==> src/common/ppg_pkg.sv <==
// Package with constants and carrier types for the port parity block.
package ppg_pkg;
    // Port word width and byte layout.
    localparam int WORD_W = 36;
    localparam int BYTE_W = 9;
    localparam int BYTES = 4;
    // Position of the parity bit inside a byte.
    localparam int PAR_POS = 8;
    // Reset value of the buffered output word.
    localparam logic [35:0] WORD_RST = 36'h0_0000_0000;
    // Reset value of a port's synced strobes: deselected, nothing asked.
    localparam logic [4:0] CTL_RST = 5'h10;
    // Buffer depth of the port-B output path.
    localparam int BUF_DEPTH = 2;

    // One port's control strobes, all sampled on the port clock.
    typedef struct packed {
        logic select_n;
        logic enable;
        logic write_not_read;
        logic mailbox_select;
        logic parity_generate;
    } ppg_ctl_type;
endpackage

==> src/hdl/ppg_buf2.sv <==
// Two-entry buffer with valid and ready on both sides.
`timescale 1ns/1ps
`default_nettype none
module ppg_buf2 (
    // Clock and reset.
    input wire logic clk_i,
    input wire logic sys_rst_i,
    // Filling side.
    input wire logic in_valid_i,
    output logic in_ready_o,
    input wire logic [35:0] in_data_i,
    // Draining side.
    output logic out_valid_o,
    input wire logic out_ready_i,
    output logic [35:0] out_data_o
);
    // Storage entries and fill count; head is always entry zero.
    logic [35:0] mem_q [ppg_pkg::BUF_DEPTH];
    logic [1:0] cnt_q;
    logic push;
    logic pop;

    assign in_ready_o = (cnt_q != 2'h2);
    assign out_valid_o = (cnt_q != 2'h0);
    assign push = in_valid_i && in_ready_o;
    assign pop = out_valid_o && out_ready_i;

    // Fill count tracks pushes and pops.
    always_ff @(posedge clk_i or posedge sys_rst_i) begin
        if (sys_rst_i) begin
            cnt_q <= 2'h0;
        end else begin
            cnt_q <= cnt_q + {1'b0, push} - {1'b0, pop};
        end
    end

    // Data shift: a pop moves entry one forward, a push lands behind it.
    always_ff @(posedge clk_i or posedge sys_rst_i) begin
        if (sys_rst_i) begin
            mem_q[0] <= ppg_pkg::WORD_RST;
            mem_q[1] <= ppg_pkg::WORD_RST;
        end else begin
            if (pop) begin
                mem_q[0] <= mem_q[1];
            end
            if (push) begin
                if (cnt_q == 2'h0 || (cnt_q == 2'h1 && pop)) begin
                    mem_q[0] <= in_data_i;
                end else begin
                    mem_q[1] <= in_data_i;
                end
            end
        end
    end

    // Head word comes straight from a register.
    assign out_data_o = mem_q[0];
endmodule
`default_nettype wire

==> src/hdl/ppg_port_parity.sv <==
// Port parity checking and generation for both ports of the FIFO.
// Contract
// RULE1: Port-A mailbox generate read forces error high.
// RULE2: Port-B mailbox generate read forces error high.
// RULE3: Generate parity on reads when generate select high.
// RULE4: Four nine-bit bytes, top bit is parity.
// RULE5: Writes store all 36 bits unchanged.
// RULE6: Parity from lower eight bits, odd/even select.
// RULE7: Generated bits replace stored top bits outgoing.
// RULE8: FIFO parity applied before output register.
// RULE9: Controller holds selects stable at load edge.
// RULE10: Mailbox generation only on enabled mailbox read; code needs no read, only parity_generate (and mailbox_select on port B).
// RULE11: Mailbox contents never altered by generation.
// RULE12: Error flag low when any byte fails.
// RULE13: Port-B outputs: FIFO register or a-to-b mailbox.
// RULE14: Port-A outputs always show b-to-a mailbox.
// RULE15: Odd mode: odd ones across nine bits.
`timescale 1ns/1ps
`default_nettype none
module ppg_port_parity (
    // Clock and reset.
    input wire logic clk_i,
    input wire logic sys_rst_i,
    // Parity sense, high for odd.
    input wire logic odd_even_i,
    // Port-A control and bus.
    input wire ppg_pkg::ppg_ctl_type port_a_ctl_i,
    input wire logic [35:0] port_a_bus_i,
    output logic [35:0] port_a_bus_o,
    output logic port_a_bus_oe_n_o,
    output logic port_a_parity_error_n_o,
    // Port-B control and bus.
    input wire ppg_pkg::ppg_ctl_type port_b_ctl_i,
    input wire logic [35:0] port_b_bus_i,
    output logic [35:0] port_b_bus_o,
    output logic port_b_bus_oe_n_o,
    output logic port_b_parity_error_n_o,
    // Stored mailbox words.
    input wire logic [35:0] a_to_b_mailbox_i,
    input wire logic [35:0] b_to_a_mailbox_i,
    // FIFO RAM read word and handshake.
    input wire logic fifo_valid_i,
    output logic fifo_ready_o,
    input wire logic [35:0] fifo_data_i
);
    // Generated parity bit of one byte from its lower eight bits.
    function automatic logic gen_bit(input logic [7:0] low, input logic odd);
        gen_bit = (^low) ^ odd; // see RULE6 see RULE15
    endfunction

    // Replace the top bit of every byte with generated parity.
    function automatic logic [35:0] gen_word(input logic [35:0] w,
                                             input logic odd);
        logic [35:0] r;
        r = w;
        for (int i = 0; i < ppg_pkg::BYTES; i++) begin
            r[i*ppg_pkg::BYTE_W + ppg_pkg::PAR_POS] =
                gen_bit(w[i*ppg_pkg::BYTE_W +: 8], odd); // see RULE4
        end
        gen_word = r;
    endfunction

    // True when any byte has the wrong count of low bits.
    function automatic logic any_fail(input logic [35:0] w, input logic odd);
        logic f;
        f = 1'b0;
        for (int i = 0; i < ppg_pkg::BYTES; i++) begin
            // Odd low count in odd mode, even low count in even mode fails.
            f = f | ((^(~w[i*ppg_pkg::BYTE_W +: ppg_pkg::BYTE_W])) == odd);
        end
        any_fail = f;
    endfunction

    // Synchronised pins: two flip-flops before any logic.
    ppg_pkg::ppg_ctl_type a_ctl_m, a_ctl_s, b_ctl_m, b_ctl_s;
    logic [35:0] a_bus_m, a_bus_s, b_bus_m, b_bus_s;
    logic odd_m, odd_s;

    // Double-flop every pin input; first stage read only by second.
    always_ff @(posedge clk_i or posedge sys_rst_i) begin
        if (sys_rst_i) begin
            a_ctl_m <= ppg_pkg::CTL_RST;
            a_ctl_s <= ppg_pkg::CTL_RST;
            b_ctl_m <= ppg_pkg::CTL_RST;
            b_ctl_s <= ppg_pkg::CTL_RST;
            a_bus_m <= ppg_pkg::WORD_RST;
            a_bus_s <= ppg_pkg::WORD_RST;
            b_bus_m <= ppg_pkg::WORD_RST;
            b_bus_s <= ppg_pkg::WORD_RST;
            odd_m <= 1'b0;
            odd_s <= 1'b0;
        end else begin
            a_ctl_m <= port_a_ctl_i;
            a_ctl_s <= a_ctl_m;
            b_ctl_m <= port_b_ctl_i;
            b_ctl_s <= b_ctl_m;
            a_bus_m <= port_a_bus_i;
            a_bus_s <= a_bus_m;
            b_bus_m <= port_b_bus_i;
            b_bus_s <= b_bus_m;
            odd_m <= odd_even_i;
            odd_s <= odd_m;
        end
    end

    // Read and mailbox generate decode per port.
    logic a_read, b_read, a_mb_gen, b_mb_gen;
    assign a_read = !a_ctl_s.select_n && a_ctl_s.enable &&
                    !a_ctl_s.write_not_read;
    assign b_read = !b_ctl_s.select_n && b_ctl_s.enable &&
                    !b_ctl_s.write_not_read;
    assign a_mb_gen = a_read && a_ctl_s.mailbox_select &&
                      a_ctl_s.parity_generate; // see RULE10
    assign b_mb_gen = b_read && b_ctl_s.mailbox_select &&
                      b_ctl_s.parity_generate; // see RULE10

    // Parity error flags; the a_mb_gen and b_mb_gen decodes force them high on a mailbox generate read.
    // The mailbox inputs are only read here, never written, so contents
    // stay intact and writes elsewhere keep all 36 bits.
    always_ff @(posedge clk_i or posedge sys_rst_i) begin
        if (sys_rst_i) begin
            port_a_parity_error_n_o <= 1'b1;
            port_b_parity_error_n_o <= 1'b1;
        end else begin
            port_a_parity_error_n_o <= a_mb_gen ? 1'b1 : // see RULE1
                !any_fail(a_bus_s, odd_s); // see RULE12
            port_b_parity_error_n_o <= b_mb_gen ? 1'b1 : // see RULE2
                !any_fail(b_bus_s, odd_s); // see RULE12
        end
    end

    // FIFO path: parity applied ahead of the output buffer register.
    logic [35:0] fifo_word;
    logic [35:0] fifo_out;
    logic fifo_out_valid;
    logic fifo_take;
    // The select sampled at this edge must be stable, as the controller
    // is required to hold it around the load edge.
    assign fifo_word = b_ctl_s.parity_generate ?
        gen_word(fifo_data_i, odd_s) : fifo_data_i; // see RULE8 see RULE9
    assign fifo_take = b_read && !b_ctl_s.mailbox_select;

    ppg_buf2 u_buf (
        .clk_i(clk_i),
        .sys_rst_i(sys_rst_i),
        .in_valid_i(fifo_valid_i),
        .in_ready_o(fifo_ready_o),
        .in_data_i(fifo_word),
        .out_valid_o(fifo_out_valid),
        .out_ready_i(fifo_take),
        .out_data_o(fifo_out)
    );

    // Output words; mailbox data altered only on the outgoing copy.
    always_ff @(posedge clk_i or posedge sys_rst_i) begin
        if (sys_rst_i) begin
            port_a_bus_o <= ppg_pkg::WORD_RST;
            port_b_bus_o <= ppg_pkg::WORD_RST;
        end else begin
            port_a_bus_o <= a_ctl_s.parity_generate ? // see RULE14
                gen_word(b_to_a_mailbox_i, odd_s) : // see RULE3 see RULE7
                b_to_a_mailbox_i; // see RULE11 see RULE5
            if (b_ctl_s.mailbox_select) begin
                port_b_bus_o <= b_ctl_s.parity_generate ? // see RULE13
                    gen_word(a_to_b_mailbox_i, odd_s) : // see RULE3
                    a_to_b_mailbox_i; // see RULE11
            end else if (fifo_take && fifo_out_valid) begin
                port_b_bus_o <= fifo_out; // see RULE13
            end
        end
    end

    // Bus drive enables, active low, while the port reads.
    always_ff @(posedge clk_i or posedge sys_rst_i) begin
        if (sys_rst_i) begin
            port_a_bus_oe_n_o <= 1'b1;
            port_b_bus_oe_n_o <= 1'b1;
        end else begin
            port_a_bus_oe_n_o <= !a_read;
            port_b_bus_oe_n_o <= !b_read;
        end
    end
endmodule
`default_nettype wire

==> config.mk <==
export PLATFORM = sky130hd
export DESIGN_NAME = ppg_port_parity
export DESIGN_NICKNAME = d
export VERILOG_FILES = /design/src/common/ppg_pkg.sv /design/src/hdl/ppg_buf2.sv /design/src/hdl/ppg_port_parity.sv
export SDC_FILE = /design/constraint.sdc
export NUM_CORES = 1
export LEC_CHECK = 0
export BUFFER_PORTS_ARGS = -buffer_cell sky130_fd_sc_hd__buf_2
export CORE_MARGIN = 3
export CORE_UTILIZATION = 49
export DETAILED_ROUTE_END_ITERATION = 8
export PLACE_DENSITY = 0.76
export SLEW_MARGIN = 30
export SYNTH_ARGS = -nofsm -noshare
export SYNTH_HDL_FRONTEND = slang
export SYNTH_HIERARCHICAL = 1
export SYNTH_SLANG_ARGS = --single-unit
==> constraint.sdc <==
create_clock -name clk_i -period 6.6 [get_ports clk_i]
set_input_delay 0.33 -clock clk_i [delete_from_list [all_inputs] [get_ports clk_i]]
set_output_delay 0.33 -clock clk_i [all_outputs]
set_load 0.05 [all_outputs]
# Word level (Yosys, flattened, before mapping)
# Index checks and enable logic that the tools add are counted.
# op_classes
n_addsub	2
eq_ne	10
mux	11
n_bitwise	27
reduce_logical	46
# op_table
op	n
36-bit 2-to-1 mux	8
8-bit parity	12
72-bit 2-to-1 mux	1
9-bit inverter	8
9-bit parity	8
1-bit logical AND	12
1-bit bitwise XOR	12
1-bit logical NOT	9
1-bit == test	8
1-bit bitwise OR	6
2-bit nonzero test	2
2-bit by 1-bit adder with 2-bit output	1
2-bit by 1-bit == test with 1-bit output (second input constant)	1
2-bit logical NOT	1
1-bit 2-to-1 mux	2
2-bit != test (second input constant)	1
2-bit AND reduction	1
2-bit by 1-bit subtractor with 2-bit output	1
1-bit logical OR	1
1-bit inverter	1
# word_totals
regBits	316
input_bits	194
output_inout_bits	77
word_cells	131

# Logic depth before layout (Yosys ltp)
# Gate-level depths: netlist (run 1).
# logic_depth
depth_word	9
mapped_depth	8
mapped_depth_nobuf	7

# By module
# Netlist (run 1), hierarchy kept.
# modules_own_cells
mod	n_inst	cells_each	area_each_um2	seq_area_each_um2
ppg_port_parity	1	548	8580.7	6065.8
ppg_buf2	1	243	3549.7	1851.8

# Worst setup path after synthesis (run 1)
# No wires, ideal clock.
# synth_timing
path_kind	flip-flop to flip-flop
startpoint	register b_ctl_s[1] (netlist bit)
endpoint	register u_buf.mem_q (netlist bit u_buf/out_data_o[26])
setup_time_ps	125
arrival_time_ps	2048
required_time_ps	6475
path_slack_ps	4427
stages_incl_launch_ff	8
path_buffers	3
period_less_slack_ps	2173
path_cell_list	dfrtp_1 clkbuf_1 clkbuf_1 nor2_1 o21ai_2 clkbuf_8 mux2_2 mux2_2
# synth_between
elab_chain_len	7
word_cells_on_any_way	8
cone_classes	mux: 3; reduce/logical: 5
# synth_rtl
item	line_no	rtl
start: declaration	ppg_port_parity.sv:75	ppg_pkg::ppg_ctl_type a_ctl_m, a_ctl_s, b_ctl_m, b_ctl_s;
start signal: assignment	ppg_port_parity.sv:85	b_ctl_s <= ppg_pkg::CTL_RST;
start signal: assignment	ppg_port_parity.sv:96	b_ctl_s <= b_ctl_m;
1-bit logical NOT (*)	ppg_port_parity.sv:141	assign fifo_take = b_read && !b_ctl_s.mailbox_select;
1-bit logical AND (*)	ppg_port_parity.sv:141	
net fifo_take	ppg_port_parity.sv:136	logic fifo_take;
1-bit logical AND (*)	ppg_buf2.sv:26	assign pop = out_valid_o && out_ready_i;
1-bit logical AND	ppg_buf2.sv:47	if (cnt_q == 2'h0 || (cnt_q == 2'h1 && pop)) begin
1-bit logical OR	ppg_buf2.sv:47	
36-bit 2-to-1 mux	ppg_buf2.sv:47	
72-bit 2-to-1 mux (*)	ppg_buf2.sv:46	if (push) begin
end: declaration	ppg_buf2.sv:18	logic [35:0] mem_q [ppg_pkg::BUF_DEPTH];
# Mark *: on every way through the listed nets, which the timed path passes. The rest lies on a longest branch.
# A chain may end at the register's enable or synchronous reset.

# Worst setup path after layout (run 1)
# layout_timing
startpoint	register b_ctl_s[1] (netlist bit)
endpoint	register u_buf.mem_q (netlist bit u_buf/out_data_o[6])
# The elaborated chain is that of the path after synthesis.

==> flow_metrics.py, run 1 <==
metrics = {
    "outcome": {
        "status": "complete, but fails checks",
        "violations": "hold timing",
    },
    "synthesis": {
        "syn-cell-area_sq_um": 12100,
        "synth_edf_count": 0,
        "synth_cell_types": 36,
        "synth_ff_type": "dfrtp_1",
        "postSynth.asyncResetShare": 1.00,
        "synth-seq-cells": 316,
        "yosys_warnings": 6,
        "synth_cells": 791,
        "yosysTopAreaCellShare": 0.635,
        "ys_seq_area_frac": 0.653,
        "syn_area_per_cell_sq_um": 15.3,
        "yosysTopAreaCell": "dfrtp_1",
        "ys_top_cells_by_area": "dfrtp_1, mux2_2, xnor2_1, mux2i_1, xnor3_1",
        "syn-num-nets": 986,
    },
    "power": {
        "p_switching_uw": 1550,
        "leakagePower_uw": 0.00719,
        "p_int_uw": 3870,
        "powerDensity_nw_per_um2": 343,
        "pwr-share-clk": 0.315,
        "seqPwrFrac": 0.453,
        "ir_drop_mv": 0.253,
        "p_sw_frac": 0.286,
        "combPwrFrac": 0.232,
    },
    "die": {
        "fp.dieH_um": 163,
        "ios": 271,
        "die_area_sq_um": 26700,
        "row_count": 56,
        "die_w_um": 163,
        "initial_core_util": 0.508,
        "core_area_sq_um": 23900,
    },
    "sta": {
        "fmax_mhz": 382,
        "drv_slew": 0,
        "setup-tns-final_ns": 0,
        "min_period_over_period": 0.397,
        "worst_pin_slew_ns": 0.792,
        "setup_viol": 0,
        "relSlewSlack": 0.472,
        "rsz0062_at_grt": "false",
        "clock_skew_ns": 0.00883,
        "finalHoldViolCount": 11,
        "min_period_ns": 2.62,
        "fin_hold_ws_ns": -0.0407,
    },
    "cells_and_area": {
        "layout_commonest_cell": "dfrtp_1",
        "layout.nets": 1361,
        "drive_above_1_share": 0.391,
        "layout_common_cells": "dfrtp_1, buf_2, dlygate4sd3_1",
        "fin_cells": 1514,
        "syn2layout_area_growth_pct": 30.3,
        "fillCellCount": 1667,
    },
    "placed_design": {
        "io_buffers": 270,
        "gp_congestion": 0.767,
        "dpl.hpwl_um": 16100,
        "dpl.cell_count": 1329,
    },
    "global_routing": {
        "antenna_found_initial": 5,
        "grt_use_total": 0.205,
        "grt_pass1_wl_um": 42800,
        "overflow": 0,
        "grt_max_degree": 184,
        "grt_pass1_vias": 8071,
    },
    "clocking": {
        "cts.sinks": 316,
        "cts_root_buffer": "clkbuf_16",
        "clk_latency_ns": 0.55,
        "cts_buffers": 31,
        "path_clk_slew_ns": 0.06,
        "post_cts_resized": 0,
        "clockBufferDepth": 3,
        "cts.htree.levels": 1,
        "cts_tree": "built",
    },
    "detailed_routing": {
        "antenna_left": 0,
        "drt-total-wl_um": 27200,
        "via_per_inst": 4.79,
        "drcViolationCount": 0,
        "dr_total_vias": 7250,
        "firstDrtPassIters": 4,
        "drtIter0Drc": 329,
        "wl_per_cell_um": 17.9,
    },
    "worst_hold_path": {
        "hp-class": "in -> async",
    },
    "critical_path": {
        "critPathArrivalTime_ns": 3.05,
        "worstPathRequired_ns": 7.03,
        "cp_max_fo": 74,
        "start_kind": "flip-flop",
        "crit_type": "reg -> reg",
        "end_kind": "flip-flop",
    },
    "run": {
        "maxCapViolCount": 0,
    },
}
-- power groups by stage --
stage	Combinational (uW)	Clock [uW]	Sequential, uW
5_1_grt	1360	1830	2500
6_report	1260	1710	2460
3_3_place_gp	1160	0	2480
2_1_floorplan	906	0	2620
4_1_cts	1260	1720	2460
3_5_place_dp	1200	0	2490
-- sequential cells by signal (all words and copies together) (netlist names), 36 cells and up --
signal            cells
a_bus_m              36
a_bus_s              36
b_bus_s              36
port_a_bus_o         36
u_buf/out_data_o     36
u_buf/mem_q          36
b_bus_m              36
port_b_bus_o         36
-- worst paths after layout --
| path | from | endpoint | slack [ns] | depth (start not counted) |
|---|---|---|---|---|
| worst max register to register | b_ctl_s[1] | u_buf/out_data_o[6] | 3.98 | 6 |
| worst min-delay path | sys_rst_i | u_buf/out_data_o[3] | -0.04 | 3 |
| max in group asynchronous | sys_rst_i | a_ctl_m[4] | 5.16 | 5 |
| worst min register to register | b_bus_m[23] | b_bus_s[23] | 0.35 | 0 |
| min in group clk_i | a_to_b_mailbox_i[22] | port_b_bus_o[22] | 0.02 | 3 |
| worst max-delay path | b_ctl_s[1] | u_buf/out_data_o[6] | 3.98 | 6 |
-- area by class of cell --
cell class | count | area, sq um | share of cell area
clock inverter | 17 | 133 | 0.00839
inverter | 5 | 23.8 | 0.00150
clock buffer | 41 | 853 | 0.0540
sequential | 316 | 7920 | 0.501
timing repair buffer | 402 | 2680 | 0.170
antenna | 4 | 10.0 | 0.000633
multi-input combinational | 410 | 3780 | 0.239
tap | 319 | 399 | 0.0253
-- routing by layer --
layer	GRT usage	vias to the layer above	wire [um]
met5	0	-	13
met4	0.0631	2	821
met3	0.0457	61	1700
met2	0.366	246	14000
met1	0.251	3576	10700
li1	-	3365	-
-- cells in the mapped netlist, types with 4 or more instances --
cell,n
mux2i_1,38
clkbuf_1,8
dfstp_2,8
nor2b_1,4
dfrtp_1,308
mux2_2,116
o21ai_0,33
xnor2_1,106
inv_1,5
xor2_1,28
xnor3_1,14
nand3b_1,4
a21oi_1,4
a211oi_1,4
nand2_1,38
buf_4,41
buf_2,4
-- logic make-up (layout without fill, tap and decap cells) --
group / after synthesis / count (layout) / share of synthesized area
and+or+nand+nor: 60 / 60 / 0.0244
muxes: 154 / 154 / 0.139
adders and majority gates: 1 / 1 / 0.00103
buffers and inverters: 65 / 465 / 0.0375
xor gates and xnor gates: 148 / 148 / 0.123
AOI/OAI and AO/OA: 47 / 47 / 0.0225
other: 0 / 4 / 0
DFF: 316 / 316 / 0.653
-- critical path, stage by stage, from the launching register on --
cell     delay, ns
dfrtp_2       0.34
buf_4         0.54
nor2_1        0.33
o21ai_4       0.11
buf_4         0.46
mux2_2        0.40
mux2_2        0.26
-- metrics by stage --
stage                     total power [uW]  area, sq um  worst slack, ns  utilization
after floorplan                       3530        12100             3.10            -
after global placement                3640        13600             4.04        0.567
after detailed placement              3690        13600             3.98        0.567
after CTS                             5440        15800             3.97        0.660
after global routing                  5690        15800             3.84        0.661
final                                 5420        15800             3.98        0.661
-- what timing repair did --
| item | CTS | global route |
|---|---|---|
| hold endpoints to repair | 122 | 0 |
| hold buffers | 122 | 0 |
| setup buffers | 0 | 0 |
Power figures use the tool's default switching activity.
==> inputs of run 2 (changes only) <==
CORE_UTILIZATION = 54   (was 49)
PLACE_DENSITY = 0.8   (was 0.76)
clock period = 2.7 ns   (was 6.6 ns; I/O delays follow)
==> run 2 against run 1 <==
- the run now ends clean
- flip-flop and latch count is the same
- sequential share of layout area shrank 2.3 points
- total power grew to 2.5 times the previous value
- critical path type unchanged
- critical path depth grew 1
- die area shrank 8.9%
- clock power grew to 2.6 times the previous value
- combinational power grew to 2.5 times the previous value
- routed wire length grew 7.3%
- highest routed layer unchanged
- worst hold slack gained 0.16 ns
- non-clock buffer count grew 72
- clock skew grew 0.0046 ns
==> flow_metrics.py, run 2 (synthesis results as in run 1) <==
metrics = {
    "sta": {
        "min_period_ns": 2.06,
        "finalWorstSetupSlack_ns": 0.637,
        "finalHoldViolCount": 0,
        "fmax_mhz": 485,
        "drv_slew": 0,
        "setup_viol": 0,
        "relSlewSlack": 0.514,
        "worst_pin_slew_ns": 0.729,
        "rsz0062_at_grt": "false",
        "min_period_over_period": 0.764,
        "clock_skew_ns": 0.0135,
    },
    "placed_design": {
        "dpl.hpwl_um": 15900,
        "io_buffers": 270,
        "gp_congestion": 0.809,
        "dpl_cell_area_sq_um": 13600,
        "pre_cts_ws_ns": 0.634,
    },
    "run": {
        "maxCapViolCount": 0,
    },
    "global_routing": {
        "grt_pass1_vias": 8670,
        "grt_pass1_wl_um": 46300,
        "grt_max_degree": 143,
        "antenna_found_initial": 4,
        "grt_use_total": 0.245,
        "overflow": 0,
    },
    "cells_and_area": {
        "design_area_sq_um": 16600,
        "layout_commonest_cell": "dfrtp_1",
        "syn2layout_area_growth_pct": 36.5,
        "drive_above_1_share": 0.369,
        "final_util": 0.754,
        "fillCellCount": 1256,
        "layout_common_cells": "dfrtp_1, buf_2, dlygate4sd3_1",
        "layout.nets": 1432,
    },
    "critical_path": {
        "timing.rr.end": "u_buf/out_data_o[15]",
        "worstPathRequired_ns": 3.12,
        "r2r_setup_slack_ns": 0.64,
        "crit_type": "reg -> reg",
        "end_kind": "flip-flop",
        "rr_worst_depth": 7,
        "start_kind": "flip-flop",
        "r2r_start": "b_ctl_s[4]",
        "critPathArrivalTime_ns": 2.48,
        "cp_max_fo": 29,
    },
    "die": {
        "ios": 271,
        "row_count": 54,
        "core_area_sq_um": 22000,
        "initial_core_util": 0.552,
        "fp.dieH_um": 156,
        "die_w_um": 156,
        "die_area_sq_um": 24300,
    },
    "detailed_routing": {
        "firstDrtPassIters": 5,
        "wl_per_cell_um": 18.9,
        "drt-total-wl_um": 29200,
        "antenna_left": 0,
        "drtIter0Drc": 336,
        "via_per_inst": 4.95,
        "drcViolationCount": 0,
        "dr_total_vias": 7629,
    },
    "worst_hold_path": {
        "hp-class": "in -> reg",
        "hold_path_startpoint": "fifo_valid_i",
        "whs_endpoint": "u_buf/cnt_q[1]",
        "holdPathStages": 4,
    },
    "outcome": {
        "status": "finished clean",
    },
    "clocking": {
        "postCtsSetupBuffers": 0,
        "clockBufferDepth": 3,
        "clk_latency_ns": 0.55,
        "cts_tree": "built",
        "path_clk_slew_ns": 0.06,
        "cts.htree.levels": 1,
        "cts.sinks": 316,
        "cts_root_buffer": "clkbuf_16",
        "cts_buffers": 30,
    },
    "power": {
        "powerDensity_nw_per_um2": 822,
        "ir_drop_mv": 0.666,
        "leakagePower_uw": 0.00752,
    },
}
## run 2: stage by stage
step                setup TNS, ns  std cells  hold WS [ns]  total power (uW)
CTS                             0       1540        0.0884             13600
floorplan                 -141.40        791         0.139              8620
finish                          0       1541         0.123             13600
detailed placement              0       1293         0.175              9060
global placement                0       1293         0.161              8930
global route                    0       1541         0.150             14200
## run 2: layer usage
| layer | routed length [um] | vias to the layer above | global-route usage |
|---|---|---|---|
| li1 | - | 3523 | - |
| met1 | 11100 | 3750 | 0.292 |
| met2 | 15300 | 270 | 0.439 |
| met3 | 1700 | 80 | 0.0535 |
| met4 | 996 | 6 | 0.0837 |
| met5 | 33 | - | 0 |
## run 2: worst max-delay path by stage
stage                    start                    to  slack [ns]  cells past startpoint
floorplan            sys_rst_i            a_bus_m[0]       -0.60                      1
global placement    b_ctl_s[4]        u_buf/cnt_q[1]        0.72                      7
detailed placement  b_ctl_s[4]        u_buf/cnt_q[1]        0.63                      7
global route        b_ctl_s[2]        u_buf/cnt_q[1]        0.46                      7
CTS                 b_ctl_s[4]  u_buf/out_data_o[15]        0.61                      7
finish              b_ctl_s[4]  u_buf/out_data_o[15]        0.64                      7
## run 2: layout make-up
type | instances | area, sq um | area share
repair buffers | 474 | 3440 | 0.208
multi-input cells | 410 | 3780 | 0.228
clock buffers | 45 | 897 | 0.0542
well taps | 280 | 350 | 0.0212
clock inverters | 10 | 150 | 0.00906
diodes | 1 | 2.50 | 0.000151
inverters | 5 | 23.8 | 0.00144
flip-flops and latches | 316 | 7920 | 0.478
## run 2: critical path, cell delays in order, from the launching register on
cell     delay (ns)
dfstp_2        0.36
nor3b_1        0.32
inv_1          0.10
nor2_1         0.21
o21ai_4        0.17
buf_12         0.21
mux2_2         0.29
mux2_2         0.27
## run 2: timing repair
item / 4_1_cts / 5_1_grt
hold buffers: 192 / 0
hold endpoints to repair: 365 / 0
gates resized for setup: 0 / 0
## run 2: report_power, final
part | internal, uW | switching [uW]
combinational | 1650 | 1560
clock | 2590 | 1800
sequential | 5570 | 448
total | 9810 | 3820
